`config.mk`:
```
export PLATFORM = sky130hd
export DESIGN_NAME = ocd_update_ctrl
export DESIGN_NICKNAME = d
export VERILOG_FILES = /design/src/ocd_pkg.sv /design/src/ocd_rx_if.sv /design/src/ocd_serial_rx.sv /design/src/ocd_update_ctrl.sv
export SDC_FILE = /design/constraint.sdc
export NUM_CORES = 1
export LEC_CHECK = 0
export BUFFER_PORTS_ARGS = -buffer_cell sky130_fd_sc_hd__buf_2
export CAP_MARGIN = 20
export CORE_ASPECT_RATIO = 0.5
export CORE_MARGIN = 4
export CORE_UTILIZATION = 60
export DETAILED_ROUTE_END_ITERATION = 8
export PLACE_DENSITY = 0.84
export SLEW_MARGIN = 20
export SYNTH_ARGS = -nofsm -noshare
export SYNTH_HDL_FRONTEND = slang
export SYNTH_SLANG_ARGS = --single-unit
export TNS_END_PERCENT = 50
```
`constraint.sdc`:
```
create_clock -name sys_clk -period 4.05 [get_ports sys_clk]
set_clock_uncertainty 0.1 [all_clocks]
set_input_delay 0.2025 -clock sys_clk [delete_from_list [all_inputs] [get_ports sys_clk]]
set_output_delay 0.2025 -clock sys_clk [all_outputs]
set_load 0.005 [all_outputs]
```
`src/ocd_pkg.sv`:
```
// Purpose: Shared constants and types for the octal converter update control
// Assumes: 16-bit serial words, 12-bit codes, 40 MHz system clock
// Notes:   Header field positions, setting and pin reset values and wake timing counts live here
package ocd_pkg;
   localparam int N_CH   = 8;
   localparam int CODE_W = 12;
   localparam int WORD_W = 16;

   // Word layout
   localparam int DC_BIT      = 15;
   localparam int ADDR_HI     = 14;
   localparam int ADDR_LO     = 12;
   localparam int MODE_HI     = 14;
   localparam int MODE_LO     = 13;
   localparam int RST_SEL_BIT = 12;
   localparam int CTRL_W      = 6;

   typedef enum logic [1:0] {
      OCD_CMD_REFGAIN = 2'h0,
      OCD_CMD_LDMODE  = 2'h1,
      OCD_CMD_PDOWN   = 2'h2,
      OCD_CMD_RESET   = 2'h3
   } ocd_cmd_t;

   // Load-update mode codes
   localparam logic [1:0] LDM_LOW      = 2'h0;
   localparam logic [1:0] LDM_LATCH    = 2'h1;
   localparam logic [1:0] LDM_SINGLE   = 2'h2;
   localparam logic [1:0] LDM_RESERVED = 2'h3;

   // Power-on values
   localparam logic [1:0]        LDM_RESET  = LDM_LATCH;
   localparam logic [N_CH-1:0]   PD_RESET   = 8'h00;
   localparam logic [CTRL_W-1:0] CTRL_RESET = 6'h00;

   // Synchroniser lanes
   localparam int PIN_N     = 5;
   localparam int PIN_SCLK  = 0;
   localparam int PIN_DIN   = 1;
   localparam int PIN_SYNC  = 2;
   localparam int PIN_LD    = 3;
   localparam int PIN_SUP3V = 4;
   localparam logic [PIN_N-1:0] PIN_RESET = 5'h0d;

   // Timing
   localparam int CLK_PERIOD_NS = 25;
   localparam int WAKE_5V_NS    = 2500;
   localparam int WAKE_3V_NS    = 5000;
   localparam logic [7:0] WAKE_5V_CYC =
      8'((WAKE_5V_NS + CLK_PERIOD_NS - 1) / CLK_PERIOD_NS);
   localparam logic [7:0] WAKE_3V_CYC =
      8'((WAKE_3V_NS + CLK_PERIOD_NS - 1) / CLK_PERIOD_NS);
   localparam logic [4:0] BITS_PER_WORD = 5'h10;

   typedef logic [N_CH-1:0][CODE_W-1:0] ocd_code_arr_t;
endpackage : ocd_pkg

```
`src/ocd_rx_if.sv`:
```
// Purpose: Carries received words and pin levels from the link stage
// Assumes: One sys_clk domain on both sides
// Notes:   word_valid is a one-cycle pulse
`timescale 1ns/1ps
interface ocd_rx_if;
   logic        word_valid;
   logic [15:0] word;
   logic        ld_low;
   logic        supply_3v;
   modport src (output word_valid, output word, output ld_low, output supply_3v);
   modport snk (input word_valid, input word, input ld_low, input supply_3v);
endinterface : ocd_rx_if

```
`src/ocd_serial_rx.sv`:
```
// Purpose: Samples the serial pins and assembles 16-bit words
// Assumes: Serial clock well below sys_clk / 6
// Notes:   Pins pass three flops; a level counts once flops two and three agree
`timescale 1ns/1ps
module ocd_serial_rx
   import ocd_pkg::*;
(
   input  wire logic sys_clk,
   input  wire logic rst_n,
   input  wire logic sclk,
   input  wire logic din,
   input  wire logic sync_n,
   input  wire logic load_update_n,
   input  wire logic supply_3v,
   ocd_rx_if.src     rx
);
   logic [PIN_N-1:0] s1_q, s2_q, s3_q, lvl_q;
   logic             sclk_prev_q;
   logic [4:0]       cnt_q;
   logic [14:0]      sh_q;
   logic             valid_q;
   logic [15:0]      word_q;
   logic             active, sclk_fall;

   always_ff @(posedge sys_clk) begin
      if (!rst_n) begin
         s1_q  <= PIN_RESET;
         s2_q  <= PIN_RESET;
         s3_q  <= PIN_RESET;
         lvl_q <= PIN_RESET;
      end else begin
         s1_q <= {supply_3v, load_update_n, sync_n, din, sclk};
         s2_q <= s1_q;
         s3_q <= s2_q;
         for (int i = 0; i < PIN_N; i++) begin
            if (s2_q[i] == s3_q[i]) begin
               lvl_q[i] <= s3_q[i];
            end
         end
      end
   end

   // Clock and data are looked at only inside a frame
   assign active    = !lvl_q[PIN_SYNC];
   assign sclk_fall = sclk_prev_q && !lvl_q[PIN_SCLK];

   always_ff @(posedge sys_clk) begin
      if (!rst_n) begin
         // Idle-high clock, so reset must not look like a falling edge
         sclk_prev_q <= PIN_RESET[PIN_SCLK];
         cnt_q       <= 5'h00;
         sh_q        <= 15'h0000;
         valid_q     <= 1'b0;
         word_q      <= 16'h0000;
      end else begin
         sclk_prev_q <= lvl_q[PIN_SCLK];
         valid_q     <= 1'b0;
         if (!active) begin
            cnt_q <= 5'h00;
         end else if (sclk_fall && cnt_q < BITS_PER_WORD) begin
            sh_q  <= {sh_q[13:0], lvl_q[PIN_DIN]};
            cnt_q <= cnt_q + 5'h01;
            // Word released only on the 16th falling edge
            if (cnt_q == BITS_PER_WORD - 5'h01) begin
               valid_q <= 1'b1;
               word_q  <= {sh_q, lvl_q[PIN_DIN]};
            end
         end
      end
   end

   assign rx.word_valid = valid_q;
   assign rx.word       = word_q;
   assign rx.ld_low     = !lvl_q[PIN_LD];
   assign rx.supply_3v  = lvl_q[PIN_SUP3V];
endmodule : ocd_serial_rx

```
`src/ocd_update_ctrl.sv`:
```
// Purpose: Command decode, double-buffered banks and load-update control
// Assumes: Serial pins arrive asynchronously; load_update_n is a pin
// Notes:   Output enable per channel models the three-state output stage
`timescale 1ns/1ps
module ocd_update_ctrl
   import ocd_pkg::*;
(
   input  wire logic                     sys_clk,
   input  wire logic                     rst_n,
   input  wire logic                     sclk,
   input  wire logic                     din,
   input  wire logic                     sync_n,
   input  wire logic                     load_update_n,
   input  wire logic                     supply_3v,
   output ocd_pkg::ocd_code_arr_t        dac_code,
   output logic [ocd_pkg::N_CH-1:0]      out_en,
   output logic [ocd_pkg::N_CH-1:0]      pd_state,
   output logic [1:0]                    ld_mode,
   output logic [ocd_pkg::CTRL_W-1:0]    ref_ctrl
);
   import ocd_pkg::*;

   ocd_rx_if rx ();

   ocd_serial_rx u_rx (
      .sys_clk       (sys_clk),
      .rst_n         (rst_n),
      .sclk          (sclk),
      .din           (din),
      .sync_n        (sync_n),
      .load_update_n (load_update_n),
      .supply_3v     (supply_3v),
      .rx            (rx.src)
   );

   function automatic logic is_cmd(input logic [15:0] w, input ocd_cmd_t c);
      return w[DC_BIT] && (w[MODE_HI:MODE_LO] == c);
   endfunction : is_cmd

   ocd_code_arr_t     in_q, conv_q;
   logic [N_CH-1:0]   chg_q, pd_q, en_q;
   logic [1:0]        mode_q;
   logic              single_q;
   logic [CTRL_W-1:0] ctrl_in_q, ctrl_act_q;
   logic              ctrl_chg_q;
   logic [7:0]        wake_q [N_CH];

   logic        wv;
   logic [15:0] w;
   logic        data_wr, pd_cmd, ldm_cmd, rg_cmd, any_rst, full_rst, upd;

   assign wv       = rx.word_valid;
   assign w        = rx.word;
   assign data_wr  = wv && !w[DC_BIT];
   assign pd_cmd   = wv && is_cmd(w, OCD_CMD_PDOWN);
   assign ldm_cmd  = wv && is_cmd(w, OCD_CMD_LDMODE);
   assign rg_cmd   = wv && is_cmd(w, OCD_CMD_REFGAIN);
   assign any_rst  = wv && is_cmd(w, OCD_CMD_RESET);
   assign full_rst = any_rst && w[RST_SEL_BIT];
   // Transparent on mode 00 or a low pin; single update adds one pulse
   assign upd      = mode_q == LDM_LOW || rx.ld_low || single_q;

   // Control settings
   always_ff @(posedge sys_clk) begin
      if (!rst_n) begin
         mode_q     <= LDM_RESET;
         single_q   <= 1'b0;
         pd_q       <= PD_RESET;
         ctrl_in_q  <= CTRL_RESET;
         ctrl_act_q <= CTRL_RESET;
         ctrl_chg_q <= 1'b0;
      end else if (full_rst) begin
         mode_q     <= LDM_RESET;
         single_q   <= 1'b0;
         pd_q       <= PD_RESET;
         ctrl_in_q  <= CTRL_RESET;
         ctrl_act_q <= CTRL_RESET;
         ctrl_chg_q <= 1'b0;
      end else begin
         single_q <= 1'b0;
         if (ldm_cmd && w[1:0] == LDM_SINGLE) begin
            single_q <= 1'b1;
            mode_q   <= LDM_LATCH;
         end else if (ldm_cmd && w[1:0] != LDM_RESERVED) begin
            mode_q <= w[1:0];
         end
         if (pd_cmd) begin
            pd_q <= w[N_CH-1:0];
         end
         if (rg_cmd) begin
            ctrl_in_q <= w[CTRL_W-1:0];
         end
         // Ref settings take the same double buffering as codes; set wins
         if (upd && ctrl_chg_q) begin
            ctrl_act_q <= ctrl_in_q;
         end
         ctrl_chg_q <= (ctrl_chg_q && !upd) || rg_cmd;
      end
   end

   // Data banks; power-down never touches them
   always_ff @(posedge sys_clk) begin
      if (!rst_n || any_rst) begin
         in_q   <= '0;
         conv_q <= '0;
         chg_q  <= '0;
      end else begin
         for (int i = 0; i < N_CH; i++) begin
            if (upd && chg_q[i]) begin
               conv_q[i] <= in_q[i];
            end
            if (data_wr && w[ADDR_HI:ADDR_LO] == 3'(i)) begin
               in_q[i]  <= w[CODE_W-1:0];
               chg_q[i] <= 1'b1;
            end else if (upd) begin
               chg_q[i] <= 1'b0;
            end
         end
      end
   end

   // Output stage: open while down, valid after the wake time
   generate
      for (genvar g = 0; g < N_CH; g++) begin : g_wake
         always_ff @(posedge sys_clk) begin
            if (!rst_n) begin
               wake_q[g] <= 8'h00;
               en_q[g]   <= 1'b1;
            end else if (pd_q[g]) begin
               wake_q[g] <= 8'h00;
               en_q[g]   <= 1'b0;
            end else if (!en_q[g]) begin
               if (wake_q[g] >= (rx.supply_3v ? WAKE_3V_CYC : WAKE_5V_CYC) - 8'h01) begin
                  en_q[g] <= 1'b1;
               end else begin
                  wake_q[g] <= wake_q[g] + 8'h01;
               end
            end
         end
      end
   endgenerate

   assign dac_code = conv_q;
   assign out_en   = en_q;
   assign pd_state = pd_q;
   assign ld_mode  = mode_q;
   assign ref_ctrl = ctrl_act_q;
endmodule : ocd_update_ctrl

```
==> flow_metrics.tcl <==
set metrics [dict create \
    crit_path_start "u_rx.rx.word[13]$_SDFFE_PN0P_" \
    relSlewSlack 0.315 \
    drt_iter0_drc 873 \
    ir_worst_vdd_uv 343 \
    grt_max_degree 99 \
    outcome "complete, no violations" \
    initial_core_util 0.615 \
    drv_slew 0 \
    ys_types 45 \
    comb_power_share 0.024 \
    critPathMaxFanout 98 \
    pwr_density_cell_mw_per_mm2 428 \
    cts_root_buffer "clkbuf_16" \
    synth_warnings 0 \
    post-route-period-util 0.626 \
    grt_overflow 0 \
    cts_inserted_buffers 29 \
    r2r_start "u_rx.rx.word[13]$_SDFFE_PN0P_" \
    synth-seq-cells 354 \
    syn_nets 1484 \
    grt_pass1_vias 10100 \
    dieHeight_um 117 \
    first_pass_iters 5 \
    start_kind "flop" \
    die_w_um 225 \
    hold_start "sync_n" \
    netlist_area_mm2 0.0141 \
    vias_per_cell 5.60 \
    fin_crit_ns 2.54 \
    required_ns 4.39 \
    cp.arrival_ns 2.88 \
    final-hold-violation-count 0 \
    cts_hold_buf 5 \
    sequentialPowerShare 0.545 \
    cts_setup_buffers 0 \
    clock_path_buffers 3 \
    coreArea_mm2 0.0230 \
    antenna_found_initial 0 \
    cts_sinks 354 \
    yosysSeqAreaShare 0.547 \
    cts_tree "yes" \
    grt_pass1_wl_um 50300 \
    die_area_mm2 0.0262 \
    crit_path_end_kind "flop" \
    synth.top_cells.by_area "dfxtp_1 (41%), edfxtp_1 (14%), mux2i_1 (8.6%), nand2_1 (6.5%), nor2_1 (5.6%)" \
    p_leak_uw 0.00657 \
    io-pin-count 127 \
    wl_per_cell_um 16.8 \
    via_count 10400 \
    yosysTopAreaCell "dfxtp_1" \
    holdWs_ns 0.265 \
    antenna_left 0 \
    synth_edf_count 64 \
    syn2layout_area_growth_pct 11.0 \
    synth_ff_type "dfxtp_1" \
    setup-tns-final_ns 0 \
    synthCells 1443 \
    rows 39 \
    post_cts.resized_instances 0 \
    syn_avg_cell_area_um2 9.79 \
    synth_top_area_frac 0.411 \
    drive_gt1_frac 0.130 \
    h-tree-depth 1 \
    gp_congestion 0.857 \
    synthArstFlopShare 0 \
    fmax_mhz 394 \
    tightest_slew_ns 1.03 \
    internal_power_uw 5310 \
    route.detailed.drc 0 \
    dp_hpwl_um 20600 \
    grt.total_usage 0.234 \
    io_buffers 126 \
    diodes 0 \
    finalSetupViolCount 0 \
    rsz0062_at_grt "no" \
    worstSetupPathType "flop to flop" \
    maxCapViolations 0 \
    clkPwrFrac 0.431 \
    insertion_delay_ns 0.57 \
    drt_wl_total_um 31200 \
    p_sw_frac 0.209 \
    hold_path_class "input pin to flop" \
    p_sw_uw 1400 \
    clk_pin_slew_worst_paths_ns 0.07 \
    final_nets 1568 \
]
## Yosys cell counts (18+ instances only)
master      n
a21oi_1   106
buf_4      33
mux2i_1   121
nand3_1    63
edfxtp_1   64
dfxtp_1   290
ha_1       34
xnor2_1    18
nand2_1   243
nor2_1    209
xor2_1     33
buf_2      23
and3_1     19
## per-layer routing
metal,global-route usage,wire (um)
met5,0,0
met4,0.0591,719
met1,0.302,13400
met3,0.0349,1860
met2,0.421,15200
## worst paths after layout
check	slack [ns]	depth (start not counted)	endpoint
worst min register to register	0.31	1	u_rx.s2_q[2]$_SDFF_PN1_
worst min-delay path	0.26	3	u_rx.s1_q[2]$_SDFF_PN1_
worst max-delay path	1.51	5	in_q[64]$_SDFFE_PP0P_
worst max register to register	1.51	5	in_q[64]$_SDFFE_PP0P_
## worst max-delay path, cell delays in order (launching register included)
cell	delay, ns
dfxtp_1	0.51
and3_1	0.26
nand2_1	0.14
nand2_4	0.77
buf_4	0.47
nor2_1	0.12
## area by class of cell
cell class	count	area, um2
flip-flops and latches	354	7730
clock buffers	46	881
repair buffers	136	731
inverters	12	45.0
fillers	1656	7290
multi-input cells	994	5810
well taps	307	384
clock inverters	8	106
## sequential cells by signal (all words and copies together), names as in the netlist, 2 cells and up
| signal | count |
|---|---|
| u_rx.s2_q | 5 |
| ref_ctrl | 6 |
| chg_q | 8 |
| ld_mode | 2 |
| out_en | 8 |
| pd_state | 8 |
| u_rx.s3_q | 5 |
| wake_q | 64 |
| u_rx.s1_q | 5 |
| u_rx.rx.word | 16 |
| u_rx.cnt_q | 5 |
| ctrl_in_q | 6 |
| in_q | 96 |
| dac_code | 96 |
| u_rx.sh_q | 15 |
| u_rx.lvl_q | 5 |
## power groups by stage
stage                     Sequential [uW]  Combinational, uW  Clock (uW)
final                                3660                159        2890
after global routing                 3660                179        3060
after CTS                            3660                158        2920
after detailed placement             3740                153           0
after global placement               3730                144           0
after floorplan                      3730                132           0
## cell families (layout without fill, tap and decap cells)
logic type | Yosys count | after routing | share of synthesized area
compound gates | 187 | 187 | 0.0770
mux | 121 | 121 | 0.0857
xor+xnor | 51 | 51 | 0.0316
buf+inv | 95 | 202 | 0.0425
flops | 354 | 354 | 0.547
fa+ha+maj | 34 | 34 | 0.0301
simple gates | 601 | 601 | 0.186
## placed cells by master, fill, tap and decap left out, types with 9 or more instances in the layout
| cell | Yosys | final |
|---|---|---|
| or3b_2 | 9 | 9 |
| nor2_1 | 209 | 209 |
| nand3_1 | 63 | 63 |
| and2_1 | 10 | 10 |
| xor2_1 | 33 | 33 |
| inv_1 | 12 | 12 |
| o21ai_2 | 10 | 10 |
| dfxtp_1 | 290 | 290 |
| o21ai_1 | 16 | 16 |
| ha_1 | 34 | 34 |
| clkbuf_16 | 0 | 30 |
| edfxtp_1 | 64 | 64 |
| buf_2 | 23 | 126 |
| nand3b_1 | 9 | 9 |
| clkbuf_1 | 15 | 9 |
| xnor2_1 | 18 | 18 |
| a21oi_1 | 106 | 106 |
| a21boi_1 | 9 | 9 |
| and3_1 | 19 | 19 |
| o21ai_0 | 13 | 13 |
| nand2_1 | 243 | 242 |
| mux2i_1 | 121 | 121 |
| nand2b_1 | 14 | 14 |
## metrics by stage
step	instance area, um2	worst slack, ns	total power [uW]	std cells	utilization
floorplan	14100	1.70	3860	1443	-
detailed placement	14700	1.60	3890	1798	0.637
CTS	15700	1.57	6740	1857	0.683
finish	15700	1.51	6710	1857	0.683
global placement	14600	1.70	3880	1798	0.637
global route	15700	1.31	6910	1857	0.683
Power figures use the tool's default switching activity.
